===== config.mk =====
export PLATFORM = sky130hd
export DESIGN_NAME = pbmc_control
export DESIGN_NICKNAME = d
export VERILOG_FILES = /design/src/common/pbmc_pkg.sv /design/src/rtl/pbmc_debounce.sv /design/src/rtl/pbmc_control.sv
export SDC_FILE = /design/constraint.sdc
export NUM_CORES = 1
export LEC_CHECK = 0
export BUFFER_PORTS_ARGS = -buffer_cell sky130_fd_sc_hd__buf_2
export CAP_MARGIN = 20
export CORE_ASPECT_RATIO = 1.75
export CORE_MARGIN = 5
export CORE_UTILIZATION = 51
export DETAILED_ROUTE_END_ITERATION = 8
export PLACE_DENSITY = 0.68
export REMOVE_ABC_BUFFERS = 1
export SLEW_MARGIN = 20
export SYNTH_ARGS = -nofsm -noshare
export SYNTH_HDL_FRONTEND = slang
export SYNTH_SLANG_ARGS = --single-unit

===== constraint.sdc =====
create_clock -name REF_CLK -period 12.9 [get_ports REF_CLK]
set_input_delay 1.935 -clock REF_CLK [delete_from_list [all_inputs] [get_ports REF_CLK]]
set_output_delay 1.935 -clock REF_CLK [all_outputs]
set_load 0.02 [all_outputs]

===== src/common/pbmc_pkg.sv =====
package pbmc_pkg;

  // Debounce interval in device clock cycles
  localparam int unsigned DEBOUNCE_INTERVAL_DEF = 32'd1000;
  // Global erase hold time
  localparam int unsigned GLOBAL_ERASE_MS       = 32'd3000;
  localparam int unsigned CLK_MHZ               = 32'd100;
  localparam int unsigned GLOBAL_ERASE_CYC      = GLOBAL_ERASE_MS * 32'd1000 * CLK_MHZ;
  localparam int unsigned PTR_W                 = 32'd4;
  localparam int unsigned PATH_CFG_W            = 32'd12;
  localparam int unsigned PATH_CFG_FT_BIT       = 32'd6;

  typedef enum logic [2:0] {
    PBMC_CMD_NONE,
    PBMC_CMD_PLAY,
    PBMC_CMD_RECORD,
    PBMC_CMD_ERASE_ONE,
    PBMC_CMD_ERASE_ALL,
    PBMC_CMD_FORWARD
  } pbmc_cmd_t;

  typedef struct packed {
    logic play;
    logic voice_capture_button_n;
    logic erase;
    logic next_message_button_n;
    logic ft;
  } pbmc_btn_t;

endpackage


===== src/rtl/pbmc_debounce.sv =====
`timescale 1ns/1ps
`default_nettype none
module pbmc_debounce
  import pbmc_pkg::*;
#(
  parameter int unsigned CNT_W  = 32,
  parameter logic        REL_DB = 1'b1
) (
  input  wire logic             clk,
  input  wire logic             rst,
  input  wire logic [CNT_W-1:0] interval,
  input  wire logic             raw_n,
  output logic                  clean_n
);
  logic [CNT_W-1:0] cnt_r;
  logic             state_r;
  wire              differ  = raw_n != state_r;
  wire              instant = raw_n && !REL_DB;
  wire              settled = cnt_r >= interval;

  always_ff @(posedge clk or posedge rst) begin
    if (rst) begin
      cnt_r   <= '0;
      state_r <= 1'b1;
    end else if (!differ) begin
      cnt_r <= '0;
    end else if (instant || settled) begin
      state_r <= raw_n;
      cnt_r   <= '0;
    end else begin
      cnt_r <= cnt_r + 1'b1;
    end
  end

  assign clean_n = state_r;
endmodule
`default_nettype wire


===== src/rtl/pbmc_control.sv =====
`timescale 1ns/1ps
`default_nettype none
module pbmc_control
  import pbmc_pkg::*;
#(
  parameter int unsigned DEBOUNCE_INTERVAL = DEBOUNCE_INTERVAL_DEF,
  parameter int unsigned ERASE_HOLD_CYC    = GLOBAL_ERASE_CYC,
  parameter int unsigned MSG_PTR_W         = PTR_W
) (
  input  wire logic                  REF_CLK,
  input  wire logic                  SYS_RST,
  input  wire logic                  PLAY_BUTTON_N,
  input  wire logic                  VOICE_CAPTURE_BUTTON_N,
  input  wire logic                  ERASE_BUTTON_N,
  input  wire logic                  NEXT_MESSAGE_BUTTON_N,
  input  wire logic                  PASSTHROUGH_REQUEST_N,
  input  wire logic                  SERIAL_MODE,
  input  wire logic [PATH_CFG_W-1:0] PATH_CONFIG_REG,
  input  wire logic                  SERIAL_CMD_DONE,
  input  wire logic                  SERIAL_INT_CLEAR,
  input  wire logic                  MESSAGE_END,
  input  wire logic                  OP_DONE,
  input  wire logic [MSG_PTR_W-1:0]  MESSAGE_COUNT,
  output logic                       RDY_INT_OE,
  output logic                       RDY_INT_O,
  output logic                       PASSTHROUGH_EN,
  output logic [2:0]                 OP_CMD,
  output logic                       OP_START,
  output logic                       OP_STOP,
  output logic [MSG_PTR_W-1:0]       PLAY_POINTER
);
  typedef enum logic [2:0] {
    PBMC_IDLE,
    PBMC_PLAYING,
    PBMC_RECORDING,
    PBMC_ERASE_WAIT,
    PBMC_ERASING,
    PBMC_FORWARDING
  } pbmc_state_t;

  localparam int unsigned CNT_W = 32;
  localparam logic [CNT_W-1:0] DB_CYC    = CNT_W'(DEBOUNCE_INTERVAL);
  localparam logic [CNT_W-1:0] ERASE_CYC = CNT_W'(ERASE_HOLD_CYC);

  pbmc_btn_t   raw_n, clean_n, prev_n_r;
  pbmc_state_t state_r, state_nxt;
  logic [CNT_W-1:0]     hold_r;
  logic [MSG_PTR_W-1:0] ptr_r, ptr_nxt;
  logic                 int_r, rdy_oe_r, ft_r, start_r, stop_r;
  logic [2:0]           cmd_r, cmd_nxt;
  logic                 start_nxt, stop_nxt;

  assign raw_n = '{play: PLAY_BUTTON_N, voice_capture_button_n: VOICE_CAPTURE_BUTTON_N, erase: ERASE_BUTTON_N,
                   next_message_button_n: NEXT_MESSAGE_BUTTON_N, ft: PASSTHROUGH_REQUEST_N};

  pbmc_debounce #(.CNT_W(CNT_W), .REL_DB(1'b1)) u_db_play (.clk(REF_CLK), .rst(SYS_RST),
    .interval(DB_CYC), .raw_n(raw_n.play), .clean_n(clean_n.play));
  pbmc_debounce #(.CNT_W(CNT_W), .REL_DB(1'b0)) u_db_rec (.clk(REF_CLK), .rst(SYS_RST),
    .interval(DB_CYC), .raw_n(raw_n.voice_capture_button_n), .clean_n(clean_n.voice_capture_button_n));
  pbmc_debounce #(.CNT_W(CNT_W), .REL_DB(1'b1)) u_db_erase (.clk(REF_CLK), .rst(SYS_RST),
    .interval(DB_CYC), .raw_n(raw_n.erase), .clean_n(clean_n.erase));
  pbmc_debounce #(.CNT_W(CNT_W), .REL_DB(1'b1)) u_db_fwd (.clk(REF_CLK), .rst(SYS_RST),
    .interval(DB_CYC), .raw_n(raw_n.next_message_button_n), .clean_n(clean_n.next_message_button_n));
  pbmc_debounce #(.CNT_W(CNT_W), .REL_DB(1'b1)) u_db_ft (.clk(REF_CLK), .rst(SYS_RST),
    .interval(DB_CYC), .raw_n(raw_n.ft), .clean_n(clean_n.ft));

  // Press events from debounced levels
  wire standalone  = !SERIAL_MODE;
  wire play_press  = standalone && prev_n_r.play && !clean_n.play;
  wire rec_press   = standalone && prev_n_r.voice_capture_button_n && !clean_n.voice_capture_button_n;
  wire erase_press = standalone && prev_n_r.erase && !clean_n.erase;
  wire erase_rel   = clean_n.erase;
  wire fwd_press   = standalone && prev_n_r.next_message_button_n && !clean_n.next_message_button_n;
  wire play_held   = !clean_n.play;
  wire hold_done   = hold_r >= ERASE_CYC;
  wire [MSG_PTR_W-1:0] last_msg = (MESSAGE_COUNT == '0) ? '0 : MESSAGE_COUNT - 1'b1;
  wire at_edge_msg = (ptr_r == '0) || (ptr_r == last_msg);
  wire [MSG_PTR_W-1:0] ptr_next = (ptr_r >= last_msg) ? '0 : ptr_r + 1'b1;

  always_comb begin
    state_nxt = state_r;
    ptr_nxt   = ptr_r;
    cmd_nxt   = cmd_r;
    start_nxt = 1'b0;
    stop_nxt  = 1'b0;
    case (state_r)
      PBMC_IDLE: begin
        if (rec_press) begin
          state_nxt = PBMC_RECORDING;
          cmd_nxt   = PBMC_CMD_RECORD;
          start_nxt = 1'b1;
        end else if (play_press) begin
          state_nxt = PBMC_PLAYING;
          cmd_nxt   = PBMC_CMD_PLAY;
          start_nxt = 1'b1;
        end else if (erase_press && at_edge_msg) begin
          state_nxt = PBMC_ERASE_WAIT;
        end else if (fwd_press) begin
          state_nxt = PBMC_FORWARDING;
          ptr_nxt   = ptr_next;
          cmd_nxt   = PBMC_CMD_FORWARD;
          start_nxt = 1'b1;
        end
      end
      PBMC_PLAYING: begin
        if (fwd_press) begin
          ptr_nxt   = ptr_next;
          start_nxt = 1'b1;
          stop_nxt  = 1'b1;
        end else if (play_press) begin
          state_nxt = PBMC_IDLE;
          stop_nxt  = 1'b1;
        end else if (MESSAGE_END && play_held) begin
          ptr_nxt   = ptr_next;
          start_nxt = 1'b1;
        end else if (MESSAGE_END) begin
          state_nxt = PBMC_IDLE;
        end
      end
      PBMC_RECORDING: begin
        if (clean_n.voice_capture_button_n || SERIAL_MODE) begin
          state_nxt = PBMC_IDLE;
          stop_nxt  = 1'b1;
        end
      end
      PBMC_ERASE_WAIT: begin
        if (hold_done) begin
          state_nxt = PBMC_ERASING;
          cmd_nxt   = PBMC_CMD_ERASE_ALL;
          start_nxt = 1'b1;
          ptr_nxt   = '0;
        end else if (erase_rel) begin
          state_nxt = PBMC_ERASING;
          cmd_nxt   = PBMC_CMD_ERASE_ONE;
          start_nxt = 1'b1;
        end
      end
      PBMC_ERASING, PBMC_FORWARDING: begin
        if (OP_DONE) begin
          state_nxt = PBMC_IDLE;
        end
      end
      default: state_nxt = PBMC_IDLE;
    endcase
  end

  always_ff @(posedge REF_CLK or posedge SYS_RST) begin
    if (SYS_RST) begin
      state_r  <= PBMC_IDLE;
      prev_n_r <= '1;
      hold_r   <= '0;
      ptr_r    <= '0;
      cmd_r    <= PBMC_CMD_NONE;
      start_r  <= 1'b0;
      stop_r   <= 1'b0;
    end else begin
      state_r  <= state_nxt;
      prev_n_r <= clean_n;
      hold_r   <= (state_r == PBMC_ERASE_WAIT) ? hold_r + 1'b1 : '0;
      ptr_r    <= ptr_nxt;
      cmd_r    <= cmd_nxt;
      start_r  <= start_nxt;
      stop_r   <= stop_nxt;
    end
  end

  // Open-drain ready/interrupt pin; set wins over clear
  wire busy    = state_nxt != PBMC_IDLE;
  wire int_nxt = SERIAL_CMD_DONE || (int_r && !SERIAL_INT_CLEAR);
  wire ft_cfg  = PATH_CONFIG_REG[PATH_CFG_FT_BIT];

  always_ff @(posedge REF_CLK or posedge SYS_RST) begin
    if (SYS_RST) begin
      int_r    <= 1'b0;
      rdy_oe_r <= 1'b0;
      ft_r     <= 1'b0;
    end else begin
      int_r    <= SERIAL_MODE && int_nxt;
      rdy_oe_r <= SERIAL_MODE ? int_nxt : busy;
      ft_r     <= SERIAL_MODE ? ft_cfg : !clean_n.ft;
    end
  end

  assign RDY_INT_OE     = rdy_oe_r;
  assign RDY_INT_O      = 1'b0;
  assign PASSTHROUGH_EN = ft_r;
  assign OP_CMD         = cmd_r;
  assign OP_START       = start_r;
  assign OP_STOP        = stop_r;
  assign PLAY_POINTER   = ptr_r;
endmodule
`default_nettype wire


==> impl_metrics.py, run 1 <==
metrics = {
    "power": {
        "clockPowerShare_pct": 42.7,
        "switching_share_pct": 23.0,
        "combPwrFrac_pct": 8.9,
        "ir_worst_vdd_mv": 0.125,
        "p_switching_mw": 0.349,
        "seq_power_share_pct": 48.4,
        "power.density_mw_per_mm2": 153,
        "cellLeakagePower_nw": 4.43,
        "internal-power_mw": 1.17,
    },
    "floorplanning": {
        "die_area_sq_mm": 0.0193,
        "die_height_um": 180,
        "placeableCoreArea_sq_mm": 0.0163,
        "die_w_um": 107,
        "ios": 40,
        "row_count": 62,
        "start_util_pct": 51.6,
    },
    "clock_tree": {
        "clk_pin_slew_ns": 0.06,
        "h-tree-depth": 1,
        "ctsResizeCount": 0,
        "clock-sinks": 216,
        "cts_buffer_depth": 3,
        "clock_latency_ns": 0.48,
        "hold_buffers": 0,
        "cts_tree": "built",
        "post_cts_buffers": 0,
        "cts_buffers": 20,
        "cts_root_buffer": "clkbuf_16",
    },
    "placement": {
        "gp_congestion": 0.855,
        "port_buffers": 27,
        "place_hpwl_um": 9990,
        "place_ws_ns": 8.53,
    },
    "final_layout": {
        "final_common_cell": "dfrtp_1",
        "final_cell_mix": "dfrtp_1, conb_1, nor2_1",
        "layout.nets": 903,
        "drive_gt1_share_pct": 11.1,
        "n_antenna_cell": 0,
        "area_delta_synth_final_pct": 18.0,
    },
    "worst_hold_path": {
        "min_path_cells": 0,
        "hold_path_class": "reg2reg",
    },
    "synth": {
        "synth-warning-count": 0,
        "ys_seq_area_share_pct": 64.4,
        "syn_inst": 707,
        "async_reset_ff_share_pct": 100,
        "synth_edf_count": 0,
        "avgSynthCellArea_sq_um": 11.9,
        "netlist_area_sq_mm": 0.00841,
        "ys_ff_latch": 216,
        "synth_cell_types": 60,
        "synth_ff_type": "dfrtp_1",
    },
    "route": {
        "vias": 5341,
        "drt_iter0_markers": 164,
        "routedWlPerCell_um": 13.3,
        "wl_um": 14200,
        "dr.pass1.iters": 4,
        "final_antenna_net_count": 0,
        "route.detailed.drc": 0,
        "vias_per_cell": 5.02,
    },
    "critical_path": {
        "cp_cell_sequence": "buf_2 -> or2_2 -> nor3b_1 -> a21oi_1 -> ha_1 -> nand4_1 -> a2111oi_2 -> nor4b_2 -> inv_1 -> a311o_1",
        "start_kind": "input pin",
        "cp_slowest_stage_delay_ns": 0.53,
        "critPathSlowestCell": "nor4b_2",
        "worstSetupPathType": "in2reg",
        "worst-path-max-fanout": 6,
        "reg2reg_depth": 7,
        "end_kind": "register",
        "cp_data_arrival_time_ns": 4.24,
        "required_ns": 13.26,
    },
    "grt": {
        "antenna_found_initial": 0,
        "grt_overflow": 0,
        "track_usage_pct": 15.4,
        "first_global_vias": 5611,
        "grt_max_degree": 133,
        "grt_pass1_wl_um": 24600,
    },
    "timing": {
        "period_share_pct": 30.0,
        "hold_viol": 0,
        "fin_skew_ns": 0.00665,
        "worst_slew_pin_slew_ns": 0.853,
        "timing.slew.headroom_pct": 43.1,
        "fmax_mhz": 258,
        "tns_ns": 0,
        "setup_viol": 0,
        "setup_slack_ns": 9.02,
        "fin_crit_ns": 3.88,
        "rsz0062_at_grt": "no",
        "drv_slew": 0,
    },
    "run": {
        "maxCapViolations": 0,
    },
    "outcome": {
        "status": "finished clean",
    },
}
## metal layers
layer | vias up | global-route usage, % | wire (um)
li1 | 2612 | - | -
met1 | 2619 | 17.2 | 5380
met2 | 75 | 28.9 | 7950
met3 | 35 | 2.30 | 436
met4 | 0 | 5.63 | 389
met5 | - | 0 | 0
## through the flow
stage / cells / power (mW) / util (%) / hold WS (ns) / cell area, sq um
finish: 1063 / 1.52 / 60.9 / 0.389 / 9930
global route: 1063 / 1.59 / 60.9 / 0.401 / 9930
CTS: 1063 / 1.54 / 60.9 / 0.391 / 9920
detailed placement: 1027 / 0.886 / 56.3 / 0.380 / 9170
global placement: 1027 / 0.878 / 56.3 / 0.382 / 9170
floorplan: 807 / 0.838 / - / 0.369 / 8780
## kinds of logic after synthesis
family / count (synthesis) / share of synthesized area, %
AND/OR/NAND/NOR: 305 / 19.0
flip-flops: 216 / 64.4
XOR/XNOR: 69 / 7.19
AO/OA/AOI/OAI: 55 / 4.28
buffers and inverters: 39 / 1.84
adder cells (fa/ha/maj): 18 / 2.68
multiplexers: 4 / 0.536
other: 1 / 0.0446
## power groups by stage
stage               sequential (mW)  clock (mW)  combinational, mW
floorplan                     0.759           0             0.0791
global placement              0.747           0              0.131
detailed placement            0.748           0              0.137
CTS                           0.736       0.668              0.138
global route                  0.740       0.697              0.155
finish                        0.736       0.649              0.136
## area by class of cell
cell class / count / area (sq um)
fillers: 1340 / 6360
flip-flops and latches: 216 / 5420
multi-input cells: 562 / 3250
clock buffers: 30 / 619
well taps: 192 / 240
repair buffers: 28 / 146
clock inverters: 6 / 133
inverters: 29 / 116
## worst paths after layout
path | startpoint | to | slack [ns]
worst max register to register | PLAY_POINTER[0]$_DFFE_PP0P_ | OP_CMD[2]$_DFFE_PP0P_ | 10.67
worst min register to register | u_db_rec.clean_n$_DFFE_PP1P_ | prev_n_r[3]$_DFF_PP1_ | 0.39
worst min-delay path | u_db_rec.clean_n$_DFFE_PP1P_ | prev_n_r[3]$_DFF_PP1_ | 0.39
min in group asynchronous | SYS_RST | u_db_erase.cnt_r[16]$_DFF_PP0_ | 1.59
max in group asynchronous | SYS_RST | hold_r[14]$_DFF_PP0_ | 10.08
worst max-delay path | MESSAGE_COUNT[0] | OP_CMD[2]$_DFFE_PP0P_ | 9.02
## cells in the mapped netlist, types with 2 or more instances
library cell,number,area [sq um]
a21oi_1,18,90.1
a31oi_1,4,25.0
and2_1,4,25.0
and3_1,24,150
and4_1,2,17.5
buf_4,2,15.0
clkbuf_1,6,22.5
dfrtp_1,207,5180
dfstp_2,9,236
ha_1,18,225
inv_1,29,109
mux2_2,4,45.0
nand2_1,30,113
nand2b_1,4,25.0
nand3_1,35,175
nand4_1,20,125
nor2_1,103,387
nor2_2,3,18.8
nor2b_1,8,50.1
nor3_1,16,80.1
nor3b_1,3,22.5
nor4_1,27,169
o21ai_0,12,60.1
o22ai_1,3,18.8
o31ai_1,5,37.5
or2_2,3,18.8
or3_1,6,37.5
or3b_2,2,17.5
or4_1,2,15.0
xnor2_1,35,307
xor2_1,34,298
## flip-flops by register name, summed over array words and instances, names as in the netlist, 3 cells and up
register	cells
OP_CMD	3
PLAY_POINTER	4
hold_r	32
prev_n_r	4
state_r	3
u_db_erase.cnt_r	32
u_db_ft.cnt_r	32
u_db_fwd.cnt_r	32
u_db_play.cnt_r	32
u_db_rec.cnt_r	32
## worst max-delay path, delay by kind of cell
| kind | cells | cell delay (ns) |
|---|---|---|
| buffers and inverters | 2 | 0.21 |
| and+or+nand+nor | 4 | 1.25 |
| AOI/OAI and AO/OA | 3 | 0.53 |
| adders and majority gates | 1 | 0.31 |
Note: power is estimated with default switching activity, not from simulation.
==> run 2, diff against run 1 <==
--- a/config.mk
+++ b/config.mk
@@ -5,6 +5,7 @@
 export SDC_FILE = /design/constraint.sdc
 export NUM_CORES = 1
 export LEC_CHECK = 0
+export ABC_AREA = 1
 export BUFFER_PORTS_ARGS = -buffer_cell sky130_fd_sc_hd__buf_2
 export CAP_MARGIN = 20
 export CORE_ASPECT_RATIO = 1.75
==> constraint.sdc (replaced) <==
create_clock -name REF_CLK -period 3.7 [get_ports REF_CLK]
set_input_delay 0.555 -clock REF_CLK [delete_from_list [all_inputs] [get_ports REF_CLK]]
set_output_delay 0.555 -clock REF_CLK [all_outputs]
set_load 0.02 [all_outputs]
==> run 2 against run 1 <==
Final cell count rose by 18%; die area is 2.7% higher; routed wire length grew 9.2%; largest cell class unchanged; highest routed layer is now met5.
==> impl_metrics.py, run 2 <==
metrics = {
    "placement": {
        "port_buffers": 27,
        "gp_congestion": 0.990,
        "place_hpwl_um": 11100,
    },
    "run": {
        "maxCapViolations": 0,
    },
    "timing": {
        "hold_viol": 0,
        "holdWs_ns": 0.222,
        "fin_crit_ns": 2.20,
        "setup_viol": 0,
        "fin_skew_ns": 0.0109,
        "worst_slew_pin_slew_ns": 0.752,
        "timing.slew.headroom_pct": 49.9,
        "fmax_mhz": 455,
        "rsz0062_at_grt": "no",
        "period_share_pct": 59.4,
        "drv_slew": 0,
    },
    "power": {
        "ir_worst_vdd_mv": 0.475,
        "power.density_mw_per_mm2": 522,
        "seq_power_share_pct": 48.1,
        "internal-power_mw": 4.07,
        "clockPowerShare_pct": 42.2,
        "combPwrFrac_pct": 9.7,
        "p_switching_mw": 1.28,
        "cellLeakagePower_nw": 4.74,
        "fin_total_pwr_mw": 5.35,
        "switching_share_pct": 24.0,
    },
    "grt": {
        "grt_pass1_wl_um": 26500,
        "track_usage_pct": 16.5,
        "first_global_vias": 5987,
        "grt_overflow": 0,
        "grt_max_degree": 115,
        "antenna_found_initial": 2,
    },
    "clock_tree": {
        "cts_buffer_depth": 3,
        "h-tree-depth": 1,
        "clock_latency_ns": 0.48,
        "cts_buffers": 20,
        "clock-sinks": 216,
        "ctsResizeCount": 0,
        "post_cts_buffers": 0,
        "cts_root_buffer": "clkbuf_16",
        "clk_pin_slew_ns": 0.07,
        "cts_tree": "built",
        "hold_buffers": 0,
    },
    "critical_path": {
        "r2r_start": "PLAY_POINTER[0]$_DFFE_PP0P_",
        "start_kind": "input pin",
        "worst-path-max-fanout": 8,
        "reg2reg_slack_ns": 1.64,
        "end_kind": "register",
        "crit_path_start": "MESSAGE_COUNT[0]",
        "cp_data_arrival_time_ns": 2.55,
        "reg2reg_to": "PLAY_POINTER[3]$_DFFE_PP0P_",
        "reg2reg_depth": 12,
        "required_ns": 4.05,
        "worstSetupPathType": "in2reg",
    },
    "synth": {
        "synth_fa_ha_area_share_pct": 2.60,
        "synth_compound_area_share_pct": 4.19,
        "synth_edf_count": 0,
        "ys_seq_area_share_pct": 62.5,
        "synth_commonest_cells": "dfrtp_1, nor2_1, nand2_1",
        "avgSynthCellArea_sq_um": 10.1,
        "ys_ff_latch": 216,
        "synth-warning-count": 0,
        "synth.area.mux_share_pct": 0.130,
        "yosysTopAreaCellShare_pct": 59.8,
        "syn_inst": 860,
        "netlist_area_sq_mm": 0.00866,
        "synth_ff_type": "dfrtp_1",
        "yosysMostFrequentCell": "dfrtp_1",
        "synth_xor_xnor_area_share_pct": 4.35,
        "yosys.area.top_type": "dfrtp_1",
        "synthSimpleGateAreaFrac_pct": 22.0,
        "synth_top_family_by_area": "simple AND/OR/NAND/NOR gates",
        "synth_cell_types": 41,
        "synthTopCellsByArea": "dfrtp_1, nor2_1, nand2_1",
        "async_reset_ff_share_pct": 100,
    },
    "final_layout": {
        "layout.nets": 1061,
        "drive_gt1_share_pct": 8.65,
        "area_delta_synth_final_pct": 18.4,
        "final_common_cell": "dfrtp_1",
        "final_cell_mix": "dfrtp_1, nor2_1, nand2_1",
        "num-fill-cells": 1481,
    },
    "floorplanning": {
        "ios": 40,
        "die_height_um": 182,
        "die_area_sq_mm": 0.0198,
        "placeableCoreArea_sq_mm": 0.0169,
        "die_w_um": 109,
        "row_count": 63,
        "start_util_pct": 51.3,
    },
    "route": {
        "vias": 5886,
        "wl_um": 15500,
        "routedWlPerCell_um": 12.3,
        "dr.pass1.iters": 4,
        "vias_per_cell": 4.68,
        "drt_iter0_markers": 259,
        "final_antenna_net_count": 0,
        "route.detailed.drc": 0,
    },
    "worst_hold_path": {
        "hold_path_class": "in2async",
    },
    "outcome": {
        "status": "finished clean",
    },
}
[run 2: changes by cell type after synthesis, moves of 6 or more]
cell | previous run | this run
and3_1 | 24 | 1
inv_1 | 29 | 83
nand2_1 | 30 | 135
nor2_1 | 103 | 151
nor2b_1 | 8 | 0
nor3_1 | 16 | 32
nor3b_1 | 3 | 9
nor4_1 | 27 | 19
o21ai_0 | 12 | 25
or3_1 | 6 | 0
xnor2_1 | 35 | 17
xor2_1 | 34 | 26
[run 2: worst max path at each step]
stage / to / slack [ns] / cells after the start
4_1_cts: PLAY_POINTER[3]$_DFFE_PP0P_ / 1.47 / 15
5_1_grt: PLAY_POINTER[1]$_DFFE_PP0P_ / 1.18 / 16
3_3_place_gp: PLAY_POINTER[1]$_DFFE_PP0P_ / 1.06 / 16
3_5_place_dp: PLAY_POINTER[3]$_DFFE_PP0P_ / 0.97 / 15
6_report: PLAY_POINTER[3]$_DFFE_PP0P_ / 1.50 / 16
2_1_floorplan: OP_CMD[0]$_DFFE_PP0P_ / -2.75 / 1
[run 2: cells by family after synthesis]
family / count (synthesis)
flops: 216
buf+inv: 94
fa+ha+maj: 18
xor+xnor: 43
compound gates: 63
mux: 1
other cells: 1
simple gates: 424
[run 2: power groups by stage]
stage	Sequential (mW)	Combinational (mW)	Clock, mW
after floorplan	2.65	0.305	0
after global placement	2.61	0.519	0
after detailed placement	2.61	0.527	0
after CTS	2.57	0.530	2.32
after global routing	2.58	0.609	2.42
final	2.57	0.521	2.25
[run 2: layout make-up]
type,instances,area (sq um),area share (%)
timing repair buffer,31,178,1.73
sequential,216,5420,52.8
clock buffer,25,551,5.37
clock inverter,11,193,1.88
multi-input combinational,660,3300,32.2
inverter,86,330,3.22
antenna,1,2.50,0.0244
tap,227,284,2.77
[run 2: stage by stage]
stage	std cells	TNS, ns	setup slack, ns	cell area, sq um	util, %
detailed placement	1220	0	0.973	9510	56.3
floorplan	962	-578.59	-2.75	9040	-
finish	1257	0	1.50	10300	60.8
CTS	1256	0	1.47	10200	60.8
global route	1257	0	1.18	10300	60.8
global placement	1220	0	1.06	9510	56.3
[run 2: critical path, stage by stage]
cell	delay, ns
buf_2	0.11
nor2_1	0.17
inv_1	0.07
nor2_1	0.12
o21ai_0	0.11
ha_1	0.28
nand2_1	0.06
inv_1	0.05
nand2_1	0.07
nand2_1	0.10
nand2_1	0.11
nand4_1	0.10
o21ai_0	0.17
nand3_1	0.24
nand2_1	0.12
o21ai_0	0.09
[run 2: metal layers]
metal	GRT usage, %	wire length [um]	vias up
li1	-	-	2978
met1	17.9	5870	2773
met2	30.8	8530	97
met3	3.04	618	36
met4	6.42	416	2
met5	0	13	-
==> run 3, diff against run 2 <==
==> constraint.sdc (replaced) <==
create_clock -name REF_CLK -period 2.3 [get_ports REF_CLK]
set_input_delay 0.345 -clock REF_CLK [delete_from_list [all_inputs] [get_ports REF_CLK]]
set_output_delay 0.345 -clock REF_CLK [all_outputs]
set_load 0.02 [all_outputs]
==> run 3 against run 2 <==
Routed wire length increased by 2.6%; clock-buffer cell count up 6; register-to-register slack worse by 1.4 ns; core utilization shrank 0.089 points; flip-flop and latch count is the same.
==> impl_metrics.py, run 3 (synthesis results as in run 2) <==
metrics = {
    "route": {
        "route.detailed.drc": 0,
        "final_antenna_net_count": 0,
        "routedWlPerCell_um": 12.5,
        "vias": 5943,
        "vias_per_cell": 4.69,
        "dr.pass1.iters": 6,
        "drt_iter0_markers": 306,
        "wl_um": 15900,
    },
    "timing": {
        "timing.slew.headroom_pct": 65.5,
        "setup_slack_ns": 0.288,
        "rsz0062_at_grt": "no",
        "period_share_pct": 87.5,
        "setup_viol": 0,
        "worst_slew_pin_slew_ns": 0.513,
        "holdWs_ns": 0.0580,
        "hold_viol": 0,
        "fin_skew_ns": 0.00776,
        "drv_slew": 0,
        "fmax_mhz": 497,
        "fin_crit_ns": 2.01,
        "tns_ns": 0,
    },
    "critical_path": {
        "start_kind": "register",
        "reg2reg_slack_ns": 0.29,
        "r2r_start": "PLAY_POINTER[0]$_DFFE_PP0P_",
        "critPathSlowestCell": "dfrtp_1",
        "end_kind": "register",
        "cp_cell_sequence": "inv_1 -> ha_1 -> nand2_1 -> inv_1 -> nand2_1 -> nand2_1 -> nand2_1 -> nand4_1 -> o21ai_0 -> nand3_2 -> nand2_1 -> o21ai_0",
        "cp_data_arrival_time_ns": 2.38,
        "worstSetupPathType": "reg2reg",
        "worst-path-max-fanout": 8,
        "cp_slowest_stage_delay_ns": 0.41,
        "crit_end": "PLAY_POINTER[1]$_DFFE_PP0P_",
        "reg2reg_to": "PLAY_POINTER[1]$_DFFE_PP0P_",
        "crit_path_start": "PLAY_POINTER[0]$_DFFE_PP0P_",
        "required_ns": 2.67,
        "cp_common_cell": "nand2_1",
        "reg2reg_depth": 12,
    },
    "final_layout": {
        "drive_gt1_share_pct": 9.13,
        "area_delta_synth_final_pct": 18.2,
        "final_cell_mix": "dfrtp_1, nor2_1, nand2_1",
        "final_common_cell": "dfrtp_1",
        "num-fill-cells": 1522,
        "instances_no_fill": 1267,
        "n_antenna_cell": 0,
        "fin_area_sq_mm": 0.0102,
        "final_util_pct": 60.7,
        "layout.nets": 1072,
    },
    "clock_tree": {
        "cts_buffers": 20,
        "h-tree-depth": 1,
        "clk_pin_slew_ns": 0.06,
        "cts_tree": "built",
        "clock_latency_ns": 0.48,
        "cts_buffer_depth": 3,
        "cts_root_buffer": "clkbuf_16",
        "clock-sinks": 216,
    },
    "grt": {
        "grt_overflow": 0,
        "grt_max_degree": 77,
        "track_usage_pct": 17.3,
        "grt_pass1_wl_um": 27800,
        "antenna_found_initial": 1,
        "first_global_vias": 6280,
    },
    "worst_hold_path": {
        "hold_path_class": "in2reg",
    },
    "placement": {
        "place_hpwl_um": 11800,
        "gp_congestion": 0.929,
        "dpl_cell_area_sq_mm": 0.00958,
        "dp_cells": 1230,
        "place_ws_ns": -0.122,
        "port_buffers": 27,
    },
    "run": {
        "maxCapViolations": 0,
    },
    "floorplanning": {
        "die_area_sq_mm": 0.0198,
        "placeableCoreArea_sq_mm": 0.0169,
        "ios": 40,
        "die_w_um": 109,
        "die_height_um": 182,
        "row_count": 63,
        "start_util_pct": 51.3,
    },
    "power": {
        "cellLeakagePower_nw": 4.75,
        "seq_power_share_pct": 50.1,
        "switching_share_pct": 25.1,
        "clockPowerShare_pct": 39.0,
        "p_switching_mw": 2.06,
        "fin_total_pwr_mw": 8.22,
        "combPwrFrac_pct": 10.8,
        "power.density_mw_per_mm2": 803,
        "internal-power_mw": 6.16,
        "ir_worst_vdd_mv": 0.587,
    },
    "outcome": {
        "status": "finished clean",
    },
}
-- run 3: worst max-delay path, delay by kind of cell (launching register included) --
family / cells / cell delay [ns]
buffers and inverters: 2 / 0.15
flip-flops: 1 / 0.41
adder cells (fa/ha/maj): 1 / 0.30
AND/OR/NAND/NOR: 7 / 0.76
AO/OA/AOI/OAI: 2 / 0.28
-- run 3: layout make-up --
cell class                 instances  area (sq um)  share of cell area (%)
clock buffer                      31           583                    5.70
multi-input combinational        660          3300                    32.3
clock inverter                     5          57.6                   0.562
sequential                       216          5420                    52.9
inverter                          86           330                    3.23
timing repair buffer              42           263                    2.57
tap                              227           284                    2.77
-- run 3: metal layers --
metal,wire [um],vias up,GRT usage (%)
met2,8660,85,32.0
met3,599,56,3.15
met4,667,2,7.23
met1,5910,2803,19.1
li1,-,2997,-
met5,13,-,0
-- run 3: what timing repair did --
action                                 4_1_cts  5_1_grt
hold buffers                                 1        0
gates resized for setup                      0        1
setup endpoints to repair                    0        4
endpoints found under the hold margin       67        0
setup buffers                                0        0
-- run 3: worst min path at each step --
stage	start	to	slack [ns]	cells after the start
6_report	VOICE_CAPTURE_BUTTON_N	u_db_rec.clean_n$_DFFE_PP1P_	0.06	2
4_1_cts	VOICE_CAPTURE_BUTTON_N	u_db_rec.clean_n$_DFFE_PP1P_	0.04	2
5_1_grt	VOICE_CAPTURE_BUTTON_N	u_db_rec.clean_n$_DFFE_PP1P_	0.04	2
3_3_place_gp	u_db_fwd.clean_n$_DFFE_PP1P_	prev_n_r[1]$_DFF_PP1_	0.37	0
3_5_place_dp	u_db_fwd.clean_n$_DFFE_PP1P_	prev_n_r[1]$_DFF_PP1_	0.38	0
2_1_floorplan	u_db_fwd.clean_n$_DFFE_PP1P_	prev_n_r[1]$_DFF_PP1_	0.37	0
-- run 3: power by group through the flow --
stage               sequential, mW  clock [mW]  combinational, mW
floorplan                     4.26           0              0.491
global placement              4.19           0              0.876
detailed placement            4.19           0              0.893
CTS                           4.12        3.30              0.900
global route                  4.14        3.46               1.03
finish                        4.12        3.21              0.892
